==> src/buck_mode_pkg.sv <==
// shared types, timing constants and mode decode for the buck mode control block
package buck_mode_pkg;

  // system clock and slow timebase
  localparam int unsigned CLK_HZ         = 100_000_000;
  localparam int unsigned SLOW_HZ        = 32_768;
  localparam int unsigned TICK_CYCLES    = (CLK_HZ + SLOW_HZ / 2) / SLOW_HZ;
  localparam int unsigned TICK_W         = 12;

  // soft-start settle time after regulation is reached
  localparam int unsigned SETTLE_TIME_US = 3000;
  localparam int unsigned SETTLE_CYCLES  = SETTLE_TIME_US * (CLK_HZ / 1_000_000);
  localparam int unsigned SETTLE_W       = 20;

  // field widths
  localparam int unsigned MODE_W         = 4;
  localparam int unsigned SP_W           = 6;
  localparam int unsigned STBY_SP_W      = 5;
  localparam int unsigned DLY_W          = 2;

  // delay field code with no entry delay
  localparam logic [DLY_W-1:0] STBY_DLY_NONE = 2'h0;

  // regulator switching modes
  typedef enum logic [1:0] {
    MODE_OFF,
    MODE_PFM,
    MODE_APS,
    MODE_PWM
  } op_mode_t;

  // phase of the main power state machine seen by this block
  typedef enum logic [2:0] {
    PWR_OFF,
    PWR_STARTUP,
    PWR_WATCHDOG,
    PWR_ON,
    PWR_MEMHOLD,
    PWR_USEROFF
  } pwr_state_t;

  // soft-start progress of one regulator
  typedef enum logic [2:0] {
    PH_OFF,
    PH_PFM,
    PH_APS,
    PH_PWM,
    PH_RUN
  } ss_phase_t;

  // start-up profile defaults for one regulator
  typedef struct packed {
    logic [MODE_W-1:0] mode;
    logic [SP_W-1:0]   setpoint;
  } buck_cfg_t;

  // software write port for one regulator
  typedef struct packed {
    logic                 mode_we;
    logic [MODE_W-1:0]    mode;
    logic                 sp_we;
    logic [SP_W-1:0]      setpoint;
    logic                 stby_we;
    logic [STBY_SP_W-1:0] stby_setpoint;
  } buck_write_t;

  // held state of one regulator
  typedef struct packed {
    logic [MODE_W-1:0]    mode;
    logic [SP_W-1:0]      setpoint;
    logic [STBY_SP_W-1:0] stby_setpoint;
    logic                 slot_seen;
    ss_phase_t            phase;
    logic [SETTLE_W-1:0]  settle_cnt;
    op_mode_t             eff_mode;
    logic [SP_W-1:0]      target;
  } buck_state_t;

  // mode field to normal or standby mode; reserved codes give off
  function automatic op_mode_t decode_mode(input logic [MODE_W-1:0] code, input logic standby);
    op_mode_t nrm;
    op_mode_t sby;
    nrm = MODE_OFF;
    sby = MODE_OFF;
    unique case (code)
      4'h1:    nrm = MODE_PWM;
      4'h3:    nrm = MODE_PFM;
      4'h4:    nrm = MODE_APS;
      4'h5:    begin nrm = MODE_PWM; sby = MODE_PWM; end
      4'h6:    begin nrm = MODE_PWM; sby = MODE_APS; end
      4'h8:    begin nrm = MODE_APS; sby = MODE_APS; end
      4'hc:    begin nrm = MODE_APS; sby = MODE_PFM; end
      4'hd:    begin nrm = MODE_PWM; sby = MODE_PFM; end
      4'hf:    begin nrm = MODE_PFM; sby = MODE_PFM; end
      default: begin nrm = MODE_OFF; sby = MODE_OFF; end
    endcase
    return standby ? sby : nrm;
  endfunction : decode_mode

endpackage : buck_mode_pkg

==> src/buck_standby_mode_control.sv <==
// operating mode, set point and power-good control for the buck regulators
//
// Overview of operation
// - standby input acts only in the on state
// - qualified level one means standby, zero not
// - low power off config overrides standby config
// - entry delay of zero to three slow ticks
// - entry delayed, exit from standby immediate
// - synchroniser adds two system clock cycles
// - mode field off/pwm/pfm/aps pairs, reserved codes
// - mode field dual active normal/standby pairs
// - readback returns written mode, not effective mode
// - start-up slot reloads mode from profile
// - standby set point resets to profile set point
// - voltage changes ramp with controlled slope
// - low power off active regulator uses standby point
// - memory hold bit selects off or pfm
// - user off bit selects off or pfm
// - low power off regulators hold until slot
// - power good low until new point reached
// - soft-start pfm, aps, pwm, settle, selected
// - regulators come up in pfm mode
// - standby pin xor polarity invert bit
`timescale 1ns/10ps
module buck_standby_mode_control #(
  parameter int unsigned NUM_BUCKS     = 6,
  parameter int unsigned SETTLE_CYCLES = buck_mode_pkg::SETTLE_CYCLES
) (
  input  wire logic                                                 clk_in,
  input  wire logic                                                 rst_in,
  input  wire logic                                                 standby_pin_in,
  input  wire logic                                                 standby_polarity_invert_in,
  input  wire logic [buck_mode_pkg::DLY_W-1:0]                      standby_entry_delay_in,
  input  wire buck_mode_pkg::pwr_state_t                            pwr_state_in,
  input  wire logic                                                 low_power_off_request_in,
  input  wire logic [NUM_BUCKS-1:0]                                 startup_slot_in,
  input  wire buck_mode_pkg::buck_cfg_t [NUM_BUCKS-1:0]             startup_profile_select_in,
  input  wire buck_mode_pkg::buck_write_t [NUM_BUCKS-1:0]           buck_write_in,
  input  wire logic [NUM_BUCKS-1:0]                                 buck_memhold_mode_in,
  input  wire logic [NUM_BUCKS-1:0]                                 buck_useroff_mode_in,
  output logic                                                      standby_active_out,
  output buck_mode_pkg::op_mode_t [NUM_BUCKS-1:0]                   buck_mode_out,
  output logic [NUM_BUCKS-1:0][buck_mode_pkg::SP_W-1:0]             buck_vout_code_out,
  output logic [NUM_BUCKS-1:0]                                      buck_power_good_out,
  output logic [NUM_BUCKS-1:0][buck_mode_pkg::MODE_W-1:0]           buck_mode_select_out,
  output logic [NUM_BUCKS-1:0][buck_mode_pkg::STBY_SP_W-1:0]        buck_standby_setpoint_out
);

  // refuse sizes the logic cannot serve
  if ((NUM_BUCKS < 1) || (NUM_BUCKS > 8))
  begin : g_bad_count
    $error("NUM_BUCKS must lie between 1 and 8");
  end
  if ((SETTLE_CYCLES < 1) || (SETTLE_CYCLES >= (1 << buck_mode_pkg::SETTLE_W)))
  begin : g_bad_settle
    $error("SETTLE_CYCLES does not fit the settle counter");
  end

  localparam logic [buck_mode_pkg::SETTLE_W-1:0] SETTLE_LOAD =
    buck_mode_pkg::SETTLE_W'(SETTLE_CYCLES - 1);
  localparam logic [buck_mode_pkg::TICK_W-1:0] TICK_LAST =
    buck_mode_pkg::TICK_W'(buck_mode_pkg::TICK_CYCLES - 1);

  // whole state of the block apart from the slope generators
  typedef struct packed {
    logic [buck_mode_pkg::TICK_W-1:0]           tick_cnt;
    logic                                       tick;
    logic                                       sync_1;
    logic                                       sync_2;
    logic [buck_mode_pkg::DLY_W-1:0]            dly_cnt;
    logic                                       stby;
    logic                                       init_done;
    buck_mode_pkg::buck_state_t [NUM_BUCKS-1:0] bucks;
  } ctl_state_t;

  ctl_state_t state_reg;
  ctl_state_t state_next;

  // ramp feedback from the slope generators
  logic [NUM_BUCKS-1:0]                         at_target;
  logic [NUM_BUCKS-1:0][buck_mode_pkg::SP_W-1:0] vout_code;
  logic [NUM_BUCKS-1:0]                         ramp_enable;

  // next state of timebase, standby qualifier and every regulator
  always_comb
  begin
    logic                                 lp_active;
    logic                                 lp_bit;
    logic                                 hold;
    buck_mode_pkg::op_mode_t              want_mode;
    logic [buck_mode_pkg::SP_W-1:0]       want_sp;
    buck_mode_pkg::buck_state_t           b;
    lp_active = 1'b0;
    lp_bit    = 1'b0;
    hold      = 1'b0;
    want_mode = buck_mode_pkg::MODE_OFF;
    want_sp   = '0;
    b         = '0;
    state_next = state_reg;

    // slow tick derived from the system clock
    if (state_reg.tick_cnt == TICK_LAST)
    begin
      state_next.tick_cnt = '0;
      state_next.tick     = 1'b1;
    end
    else
    begin
      state_next.tick_cnt = state_reg.tick_cnt + buck_mode_pkg::TICK_W'(1);
      state_next.tick     = 1'b0;
    end

    // polarity applied ahead of a two-stage synchroniser
    state_next.sync_1 = standby_pin_in ^ standby_polarity_invert_in;
    state_next.sync_2 = state_reg.sync_1;

    // standby qualification with delayed entry and immediate exit
    if (pwr_state_in != buck_mode_pkg::PWR_ON)
    begin
      state_next.stby    = 1'b0;
      state_next.dly_cnt = '0;
    end
    else if (!state_reg.sync_2)
    begin
      state_next.stby    = 1'b0;
      state_next.dly_cnt = '0;
    end
    else if (!state_reg.stby)
    begin
      if (standby_entry_delay_in == buck_mode_pkg::STBY_DLY_NONE)
      begin
        state_next.stby = 1'b1;
      end
      else if (state_reg.tick)
      begin
        if ((state_reg.dly_cnt + buck_mode_pkg::DLY_W'(1)) == standby_entry_delay_in)
        begin
          state_next.stby    = 1'b1;
          state_next.dly_cnt = '0;
        end
        else
        begin
          state_next.dly_cnt = state_reg.dly_cnt + buck_mode_pkg::DLY_W'(1);
        end
      end
    end

    // low power off configuration has priority over standby
    lp_active = (pwr_state_in == buck_mode_pkg::PWR_MEMHOLD) ||
                (pwr_state_in == buck_mode_pkg::PWR_USEROFF) ||
                low_power_off_request_in;

    state_next.init_done = 1'b1;

    for (int i = 0; i < NUM_BUCKS; i++)
    begin
      b = state_reg.bucks[i];

      // first cycle after reset takes the start-up profile
      if (!state_reg.init_done)
      begin
        b.mode          = startup_profile_select_in[i].mode;
        b.setpoint      = startup_profile_select_in[i].setpoint;
        b.stby_setpoint = startup_profile_select_in[i].setpoint[buck_mode_pkg::STBY_SP_W-1:0];
      end

      // software writes store the value as written
      if (buck_write_in[i].mode_we)
      begin
        b.mode = buck_write_in[i].mode;
      end
      if (buck_write_in[i].sp_we)
      begin
        b.setpoint = buck_write_in[i].setpoint;
      end
      if (buck_write_in[i].stby_we)
      begin
        b.stby_setpoint = buck_write_in[i].stby_setpoint;
      end

      // sequencer slot reloads the profile; only meaningful during start-up
      if (pwr_state_in != buck_mode_pkg::PWR_STARTUP)
      begin
        b.slot_seen = 1'b0;
      end
      else if (startup_slot_in[i])
      begin
        b.mode      = startup_profile_select_in[i].mode;
        b.setpoint  = startup_profile_select_in[i].setpoint;
        b.slot_seen = 1'b1;
        if (b.phase != buck_mode_pkg::PH_OFF)
        begin
          b.phase = buck_mode_pkg::PH_PFM;
        end
      end

      // wanted mode and set point for the present system state
      hold      = 1'b0;
      lp_bit    = 1'b0;
      want_mode = buck_mode_pkg::MODE_OFF;
      want_sp   = b.setpoint;
      if (pwr_state_in == buck_mode_pkg::PWR_OFF)
      begin
        want_mode = buck_mode_pkg::MODE_OFF;
      end
      else if ((pwr_state_in == buck_mode_pkg::PWR_STARTUP) && !b.slot_seen)
      begin
        hold = 1'b1;
      end
      else if (lp_active)
      begin
        lp_bit    = (pwr_state_in == buck_mode_pkg::PWR_MEMHOLD) ?
                    buck_memhold_mode_in[i] : buck_useroff_mode_in[i];
        want_mode = lp_bit ? buck_mode_pkg::MODE_PFM : buck_mode_pkg::MODE_OFF;
        want_sp   = {1'b0, b.stby_setpoint};
      end
      else if (state_reg.stby)
      begin
        want_mode = buck_mode_pkg::decode_mode(b.mode, 1'b1);
        want_sp   = {1'b0, b.stby_setpoint};
      end
      else
      begin
        want_mode = buck_mode_pkg::decode_mode(b.mode, 1'b0);
      end

      // soft-start sequence and effective mode
      if (!hold)
      begin
        if (want_mode == buck_mode_pkg::MODE_OFF)
        begin
          b.phase      = buck_mode_pkg::PH_OFF;
          b.settle_cnt = '0;
        end
        else
        begin
          b.target = want_sp;
          unique case (b.phase)
            buck_mode_pkg::PH_OFF:
            begin
              b.phase = buck_mode_pkg::PH_PFM;
            end
            buck_mode_pkg::PH_PFM:
            begin
              if (state_reg.tick)
              begin
                b.phase = buck_mode_pkg::PH_APS;
              end
            end
            buck_mode_pkg::PH_APS:
            begin
              if (at_target[i])
              begin
                b.phase      = buck_mode_pkg::PH_PWM;
                b.settle_cnt = SETTLE_LOAD;
              end
            end
            buck_mode_pkg::PH_PWM:
            begin
              if (b.settle_cnt == '0)
              begin
                b.phase = buck_mode_pkg::PH_RUN;
              end
              else
              begin
                b.settle_cnt = b.settle_cnt - buck_mode_pkg::SETTLE_W'(1);
              end
            end
            buck_mode_pkg::PH_RUN:
            begin
              b.phase = buck_mode_pkg::PH_RUN;
            end
            default:
            begin
              b.phase = buck_mode_pkg::PH_OFF;
            end
          endcase
        end
        unique case (b.phase)
          buck_mode_pkg::PH_PFM:  b.eff_mode = buck_mode_pkg::MODE_PFM;
          buck_mode_pkg::PH_APS:  b.eff_mode = buck_mode_pkg::MODE_APS;
          buck_mode_pkg::PH_PWM:  b.eff_mode = buck_mode_pkg::MODE_PWM;
          buck_mode_pkg::PH_RUN:  b.eff_mode = want_mode;
          default:                b.eff_mode = buck_mode_pkg::MODE_OFF;
        endcase
      end

      state_next.bucks[i] = b;
    end
  end

  // state register
  always_ff @(posedge clk_in or posedge rst_in)
  begin
    if (rst_in)
    begin
      state_reg <= '0;
    end
    else
    begin
      state_reg <= state_next;
    end
  end

  // one slope generator per regulator
  for (genvar g = 0; g < NUM_BUCKS; g++)
  begin : g_slew
    assign ramp_enable[g] = (state_reg.bucks[g].phase != buck_mode_pkg::PH_OFF);

    buck_slew #(
      .W (buck_mode_pkg::SP_W)
    ) u_slew (
      .clk_in        (clk_in),
      .rst_in        (rst_in),
      .tick_in       (state_reg.tick),
      .enable_in     (ramp_enable[g]),
      .target_in     (state_reg.bucks[g].target),
      .code_out      (vout_code[g]),
      .at_target_out (at_target[g])
    );

    // readback shows the stored fields, never the effective mode
    assign buck_mode_out[g]             = state_reg.bucks[g].eff_mode;
    assign buck_mode_select_out[g]      = state_reg.bucks[g].mode;
    assign buck_standby_setpoint_out[g] = state_reg.bucks[g].stby_setpoint;
    assign buck_vout_code_out[g]        = vout_code[g];
    assign buck_power_good_out[g]       = at_target[g];
  end

  assign standby_active_out = state_reg.stby;

endmodule : buck_standby_mode_control

==> src/buck_slew.sv <==
// controlled-slope set point ramp and at-target flag for one regulator
`timescale 1ns/10ps
module buck_slew #(
  parameter int unsigned W = 6
) (
  input  wire logic         clk_in,
  input  wire logic         rst_in,
  input  wire logic         tick_in,
  input  wire logic         enable_in,
  input  wire logic [W-1:0] target_in,
  output logic      [W-1:0] code_out,
  output logic              at_target_out
);

  typedef struct packed {
    logic [W-1:0] code;
    logic         at;
  } slew_state_t;

  slew_state_t state_reg;
  slew_state_t state_next;

  // one step per slow tick towards the target; off discharges to zero
  always_comb
  begin
    state_next = state_reg;
    if (!enable_in)
    begin
      state_next.code = '0;
    end
    else if (tick_in && (state_reg.code < target_in))
    begin
      state_next.code = state_reg.code + W'(1);
    end
    else if (tick_in && (state_reg.code > target_in))
    begin
      state_next.code = state_reg.code - W'(1);
    end
    // good drops while the target differs from the output
    state_next.at = enable_in && (state_next.code == target_in);
  end

  // state register
  always_ff @(posedge clk_in or posedge rst_in)
  begin
    if (rst_in)
    begin
      state_reg <= '0;
    end
    else
    begin
      state_reg <= state_next;
    end
  end

  assign code_out      = state_reg.code;
  assign at_target_out = state_reg.at;

endmodule : buck_slew

==> config.mk <==
export PLATFORM = sky130hd
export DESIGN_NAME = buck_standby_mode_control
export DESIGN_NICKNAME = d
export VERILOG_FILES = /design/src/buck_mode_pkg.sv /design/src/buck_standby_mode_control.sv /design/src/buck_slew.sv
export SDC_FILE = /design/constraint.sdc
export NUM_CORES = 1
export LEC_CHECK = 0
export BUFFER_PORTS_ARGS = -buffer_cell sky130_fd_sc_hd__buf_4
export CORE_ASPECT_RATIO = 0.75
export CORE_MARGIN = 3
export CORE_UTILIZATION = 25
export DETAILED_ROUTE_END_ITERATION = 8
export GPL_ROUTABILITY_DRIVEN = 0
export GPL_TIMING_DRIVEN = 0
export PLACE_DENSITY = 0.5
export SYNTH_ARGS = -nofsm -noshare
export SYNTH_HDL_FRONTEND = slang
export SYNTH_SLANG_ARGS = --single-unit
==> constraint.sdc <==
create_clock -name clk_in -period 27.6 [get_ports clk_in]
set_input_delay 2.76 -clock clk_in [delete_from_list [all_inputs] [get_ports clk_in]]
set_output_delay 2.76 -clock clk_in [all_outputs]
set_load 0.02 [all_outputs]
==> flow_metrics.env, run 1 <==
export IMPL_drt_initial_drc_count=1800
export IMPL_clk_path_buf_depth=3
export IMPL_num_io_pins=305
export IMPL_cts_hold_buf=0
export IMPL_r2r_start="state_reg[282]$_DFF_PP0_"
export IMPL_slew_violations=0
export IMPL_synthMuxAreaShare_pct=3.329
export IMPL_synth_top_family_by_area="compound AO/OA/AOI/OAI gates"
export IMPL_antenna_found_initial=7
export IMPL_synthFlopType="dfrtp_1"
export IMPL_startpoint_type="input pin"
export IMPL_n_fill_cell=8990
export IMPL_max_freq_mhz=163.6
export IMPL_clk_pin_slew_ps=60
export IMPL_cts_buffers=44
export IMPL_hold_path_cell_count=0
export IMPL_antenna_left=0
export IMPL_synth_async_reset_ratio_pct=100.0
export IMPL_dieArea_um2=90520
export IMPL_holdCritStartpoint="state_next[286]$_DFF_PP0_"
export IMPL_max_slew_margin_pct=9.133
export IMPL_min_to="state_reg[286]$_DFF_PP0_"
export IMPL_cp_startpoint="pwr_state_in[1]"
export IMPL_hold_viol=0
export IMPL_htreeDepth=2
export IMPL_root_buffer="clkbuf_16"
export IMPL_nNetsFinal=3135
export IMPL_clock_latency_ps=580
export IMPL_die_x_um=346.4
export IMPL_port_buffers=292
export IMPL_first_pass_iters=6
export IMPL_drt_total_wl_mm=79.85
export IMPL_route_detailed_drc=0
export IMPL_cts_resized_gates=0
export IMPL_synth_fp_nets=2793
export IMPL_finalSetupTns_ps=0
export IMPL_end_kind="register"
export IMPL_grt_pass1_wl_mm=120.6
export IMPL_initial_core_util_pct=25.54
export IMPL_dp_cells=3965
export IMPL_hold_path_class="reg -> reg"
export IMPL_layout_drive_gt1_share_pct=19.43
export IMPL_synth_edf_count=0
export IMPL_powerDensity_nw_per_um2=58.06
export IMPL_num_rows=92
export IMPL_grt_pass1_vias=19350
export IMPL_synth_simple_area_share_pct=21.62
export IMPL_ir_drop_uv=36.77
export IMPL_grt_use_total_pct=17.14
export IMPL_status="complete, no violations"
export IMPL_hpwl_mm=59.03
export IMPL_synth_distinct_cells=108
export IMPL_final_core_util_pct=31.79
export IMPL_r2r_end="state_reg[0]$_DFFE_PP0P_"
export IMPL_viasPerCell=5.035
export IMPL_vias=20400
export IMPL_routedWlPerCell_um=19.71
export IMPL_finalSetupViolCount=0
export IMPL_hold_slack_ps=349.8
export IMPL_rsz0062_at_grt="no"
export IMPL_synth_seq_cells=343
export IMPL_avgSynthCellArea_um2=8.547
export IMPL_cap_viol_max_count=0
export IMPL_gr_total_overflow=0
export IMPL_synthAdderAreaFrac_pct=3.167
export IMPL_synth_xor_area_share_pct=2.943
export IMPL_core_area_um2=85070
export IMPL_p_leak_nw=12.06
export IMPL_clkSinkCount=343
export IMPL_fin_crit_sh_pct=22.14
export IMPL_ys_warn_count=0
export IMPL_synth_compound_gate_area_share_pct=22.15
export IMPL_die_h_um=261.3
export IMPL_cts_tree="built"
export IMPL_layout_common_cells="buf_4, dfrtp_1, nand2_1, o21ai_0, nor2_1"
export IMPL_grt_max_degree=100
export IMPL_worst_pin_slew_ps=1363
export IMPL_ys_seq_area_share_pct=39.50
export IMPL_critPathKind="in -> reg"
export IMPL_worstPathRequired_ps=28030
export IMPL_syn2layout_area_growth_pct=24.46
export IMPL_cts_setup_buffers=0
export IMPL_cp_arrival_ps=6540
export IMPL_synth_cell_area_um2=21730
export IMPL_reg2reg_slack_ps=23270
export IMPL_largest_reg_flops=233
export IMPL_finClkSkew_ps=23.15
export IMPL_crit_fanout=10
export IMPL_period_needed_ps=6111
export IMPL_layout_commonest_cell="buf_4"
export IMPL_synth_cells=2542
export IMPL_worstRegToRegCells=9
export IMPL_layout_cells_non_filler=4051
per-layer routing:
metal	track usage, %	share of wire, %
met1	25.78	50
met5	0	0.049
met2	24.10	40
met3	4.613	7.6
met4	3.842	1.9
worst max-delay path, cell delays in order:
cell and delay (ps):
buf_4 180, buf_4 220, inv_1 70, a21o_1 150
clkbuf_1 520, and3_1 430, a21oi_1 510, o211ai_1 170
a31oi_1 510, nand2_1 300, a21oi_1 520, o221ai_1 180
final cells by class:
class / count / area, um2 / area share, %
antenna: 5 / 12.51 / 0.04627
buffer: 191 / 1102 / 4.076
clock buffer: 57 / 1231 / 4.553
clock inverter: 23 / 356.6 / 1.319
inverter: 128 / 488.0 / 1.804
multi-input combinational: 1880 / 11570 / 42.79
sequential: 343 / 8583 / 31.74
tap: 1128 / 1411 / 5.219
timing repair buffer: 296 / 2286 / 8.453
worst max-delay path by stage:
stage / endpoint / slack [ps] / cells after the start
detailed placement: state_reg[153]$_DFFE_PP0P_ / 20870 / 14
CTS: state_reg[153]$_DFFE_PP0P_ / 21520 / 14
global route: state_reg[163]$_DFFE_PP0P_ / 21290 / 12
finish: state_reg[154]$_DFFE_PP0P_ / 21490 / 12
global placement: buck_standby_setpoint_out[21]$_DFF_PP0_ / 10030 / 2
floorplan: buck_mode_out[0]$_DFFE_PP0N_ / 15330 / 1
cells by family after synthesis:
kind of cell / after synthesis
xor gates and xnor gates: 73
buffers and inverters: 319
adders and majority gates: 55
muxes: 72
other: 1
DFF: 343
AOI/OAI and AO/OA: 737
and+or+nand+nor: 942
synth_stat cells, types with 7 or more instances:
library cell / n / share of area [%]
a211oi_1: 13 / 0.45
o211ai_1: 18 / 0.62
xor2_1: 27 / 1.1
nand4b_1: 8 / 0.32
and2_1: 18 / 0.52
a22oi_1: 36 / 1.2
buf_2: 35 / 0.81
inv_1: 123 / 2.1
clkbuf_1: 53 / 0.92
a31oi_1: 47 / 1.4
nand4_1: 22 / 0.63
nor3b_1: 8 / 0.28
a22o_1: 16 / 0.64
mux2i_1: 70 / 3.2
o22ai_1: 37 / 1.1
nand3b_1: 11 / 0.38
and3_1: 28 / 0.81
o21a_1: 10 / 0.35
a21o_1: 23 / 0.79
o31ai_1: 13 / 0.45
nor4_1: 32 / 0.92
nand2_1: 270 / 4.7
nand2b_1: 15 / 0.43
o21ai_1: 23 / 0.53
dfrtp_1: 343 / 40
o221ai_1: 7 / 0.28
o21ai_0: 223 / 5.1
xnor2_1: 46 / 1.9
a21oi_1: 143 / 3.3
a211o_1: 10 / 0.40
o2bb2ai_1: 12 / 0.48
a21oi_2: 7 / 0.28
or3_1: 26 / 0.75
or4_1: 11 / 0.38
o22a_1: 9 / 0.36
nor2b_1: 32 / 0.92
buf_1: 17 / 0.29
a311oi_1: 7 / 0.28
nor2_1: 216 / 3.7
nor3_1: 87 / 2.0
buf_4: 82 / 2.8
ha_1: 55 / 3.2
nand3_1: 107 / 2.5
stage by stage:
step	power, mW	setup slack, ps	instance area [um2]
final	1.570	21490	27040
after CTS	1.596	21520	27020
after global placement	0.9341	10030	25330
after global routing	1.659	21290	27030
after detailed placement	0.9355	20870	25430
after floorplan	0.8077	15330	21730
power by group:
group	switching, mW	internal, mW	total (mW)
registers	0.0341	0.542	0.576
clock network	0.244	0.399	0.643
logic	0.211	0.140	0.351
total	0.489	1.08	1.57
(Power assumes the default switching activity.)
==> inputs of run 2 (changes only) <==
- ABC_AREA: default -> 1
- clock period: 27.6 -> 5.68 ns (I/O delays scaled with it)
==> run 2 against run 1 <==
Net effect:
- the flow now finishes with violations (capacitance limit, slew limit)
- final area increased by 7.5%
- clock power rose to 4.6 times the previous value
- first-iteration DRC count increased by 4.1%
- utilization decreased by 0.35 points
==> flow_metrics.env, run 2 <==
export IMPL_p_int_mw=4.963
export IMPL_antenna_found_initial=10
export IMPL_ys_seq_area_share_pct=36.41
export IMPL_die_h_um=271.9
export IMPL_drt_total_wl_mm=87.98
export IMPL_synth_distinct_cells=52
export IMPL_finalSetupViolCount=0
export IMPL_syn2layout_area_growth_pct=23.37
export IMPL_grt_pass1_vias=21230
export IMPL_layout_drive_gt1_share_pct=17.14
export IMPL_synth_top_cell_area_share_pct=36.41
export IMPL_pwr_share_seq_pct=37.5
export IMPL_ir_drop_uv=182.7
export IMPL_final_core_util_pct=31.44
export IMPL_critPathKind="in -> reg"
export IMPL_yosysMostFrequentCell="nand2_1"
export IMPL_num_io_pins=305
export IMPL_clkSinkCount=343
export IMPL_cts_resized_gates=0
export IMPL_status="finished, violations left"
export IMPL_cap_viol_max_count=1
export IMPL_htreeDepth=2
export IMPL_synthFlopType="dfrtp_1"
export IMPL_synth_top_cell_by_area="dfrtp_1"
export IMPL_finClkSkew_ps=13.39
export IMPL_startpoint_type="input pin"
export IMPL_synth_cells=3355
export IMPL_routedWlPerCell_um=17.68
export IMPL_route_detailed_drc=0
export IMPL_p_leak_nw=16.04
export IMPL_switchingPower_mw=2.275
export IMPL_grt_max_degree=39
export IMPL_synth_edf_count=0
export IMPL_core_area_um2=92490
export IMPL_hold_viol=0
export IMPL_port_buffers=302
export IMPL_ys_warn_count=0
export IMPL_die_x_um=360.6
export IMPL_dp_cells=4892
export IMPL_rsz0062_at_grt="no"
export IMPL_num_rows=96
export IMPL_viasPerCell=4.603
export IMPL_slew_violations=2
export IMPL_clk_path_buf_depth=3
export IMPL_antenna_left=0
export IMPL_powerDensity_nw_per_um2=248.9
export IMPL_dieArea_um2=98050
export IMPL_violations="capacitance limit, slew limit"
export IMPL_gr_total_overflow=0
export IMPL_hold_path_class="in -> async"
export IMPL_cts_hold_buf=0
export IMPL_layout_common_cells="nand2_1, inv_1, buf_4, nor2_1, dfrtp_1"
export IMPL_hpwl_mm=66.48
export IMPL_synth_async_reset_ratio_pct=100.0
export IMPL_root_buffer="clkbuf_16"
export IMPL_worstPathRequired_ps=6120
export IMPL_cts_buffers=43
export IMPL_layout_commonest_cell="nand2_1"
export IMPL_vias=22900
export IMPL_worst_pin_slew_ps=1586
export IMPL_cts_setup_buffers=0
export IMPL_layout_cells_non_filler=4976
export IMPL_largest_reg_flops=233
export IMPL_clk_pin_slew_ps=60
export IMPL_clkPwrFrac_pct=40.7
export IMPL_synth_cell_area_um2=23570
export IMPL_cp_arrival_ps=4530
export IMPL_fin_crit_sh_pct=71.88
export IMPL_grt_use_total_pct=17.53
export IMPL_first_pass_iters=5
export IMPL_synth_area_top_cells="dfrtp_1, nand2_1, inv_1"
export IMPL_max_freq_mhz=244.9
export IMPL_max_slew_margin_pct=-6.843
export IMPL_cts_tree="built"
export IMPL_clock_latency_ps=580
export IMPL_initial_core_util_pct=25.49
export IMPL_synth_fp_nets=3606
export IMPL_avgSynthCellArea_um2=7.026
export IMPL_combPwrFrac_pct=21.8
export IMPL_grt_pass1_wl_mm=132.9
export IMPL_nNetsFinal=3963
export IMPL_synth_seq_cells=343
export IMPL_crit_fanout=10
export IMPL_period_needed_ps=4083
export IMPL_synth_common_cells="nand2_1, inv_1, nor2_1"
export IMPL_swShare_pct=31.43
export IMPL_end_kind="register"
export IMPL_drt_initial_drc_count=1873
## run 2: path summary, 6_finish.rpt
check | endpoint | slack [ps] | cells past startpoint | startpoint
min in group clk_in | state_next[286]$_DFF_PP0_ | 190 | 2 | standby_pin_in
max in group asynchronous | buck_standby_setpoint_out[25]$_DFF_PP0_ | 4260 | 6 | rst_in
hold reg to reg | state_reg[286]$_DFF_PP0_ | 370 | 0 | state_next[286]$_DFF_PP0_
setup / recovery | state_reg[141]$_DFFE_PP0P_ | 1600 | 10 | pwr_state_in[1]
hold / removal | buck_standby_setpoint_out[6]$_DFF_PP0_ | 110 | 2 | rst_in
setup reg to reg | state_reg[141]$_DFFE_PP0P_ | 1750 | 8 | standby_active_out$_DFF_PP0_
## run 2: power by group through the flow
stage               combinational [mW]  sequential (mW)  clock [mW]
floorplan                         1.01             2.72           0
global placement                  1.57             2.76           0
detailed placement                1.59             2.76           0
CTS                               1.60             2.71        3.04
global route                      1.76             2.73        3.14
finish                            1.58             2.72        2.95
## run 2: kinds of logic (layout without fill, tap and decap cells)
group	count (synthesis)	count (layout)	synth area share, %
AOI/OAI and AO/OA	451	451	10.50
muxes	25	25	1.062
buffers and inverters	606	996	12.10
and+or+nand+nor	1759	1759	32.71
xor gates and xnor gates	115	115	4.273
DFF	343	343	36.41
other	1	7	0.01591
adders and majority gates	55	55	2.919
## run 2: worst max-delay path: stages
cell	delay, ps
buf_4	130
inv_1	70
a21oi_1	270
buf_2	480
nand2_1	90
nand2_1	840
clkinv_1	960
nand2_1	590
mux2i_1	390
a21oi_1	120
## run 2: cell type report
cell class | count | area (um2)
buffer | 169 | 1217
tap | 1225 | 1533
inverter | 437 | 1644
sequential | 343 | 8583
clock buffer | 64 | 1297
timing repair buffer | 312 | 2475
multi-input combinational | 2406 | 12150
antenna | 6 | 15.01
fill | 10060 | 63410
clock inverter | 14 | 170.2
## run 2: through the flow
| stage | power [mW] | hold slack, ps | TNS (ps) | setup WS [ps] | area [um2] |
|---|---|---|---|---|---|
| floorplan | 3.731 | 331.2 | 0 | 523.5 | 23580 |
| global placement | 4.327 | 392.5 | -799850 | -2379 | 27380 |
| detailed placement | 4.346 | 339.6 | 0 | 939.5 | 27590 |
| CTS | 7.352 | 90.37 | 0 | 1567 | 29060 |
| global route | 7.637 | 137.3 | 0 | 1503 | 29070 |
| finish | 7.238 | 106.5 | 0 | 1597 | 29080 |
## run 2: metal layers
| metal | part of all wire (%) | wire length, um | global-route usage [%] |
|---|---|---|---|
| met5 | 0.035 | 31 | 0 |
| met4 | 1.6 | 1410 | 3.252 |
| met3 | 6.8 | 5953 | 3.698 |
| met2 | 40 | 35150 | 24.74 |
| met1 | 52 | 45440 | 27.15 |
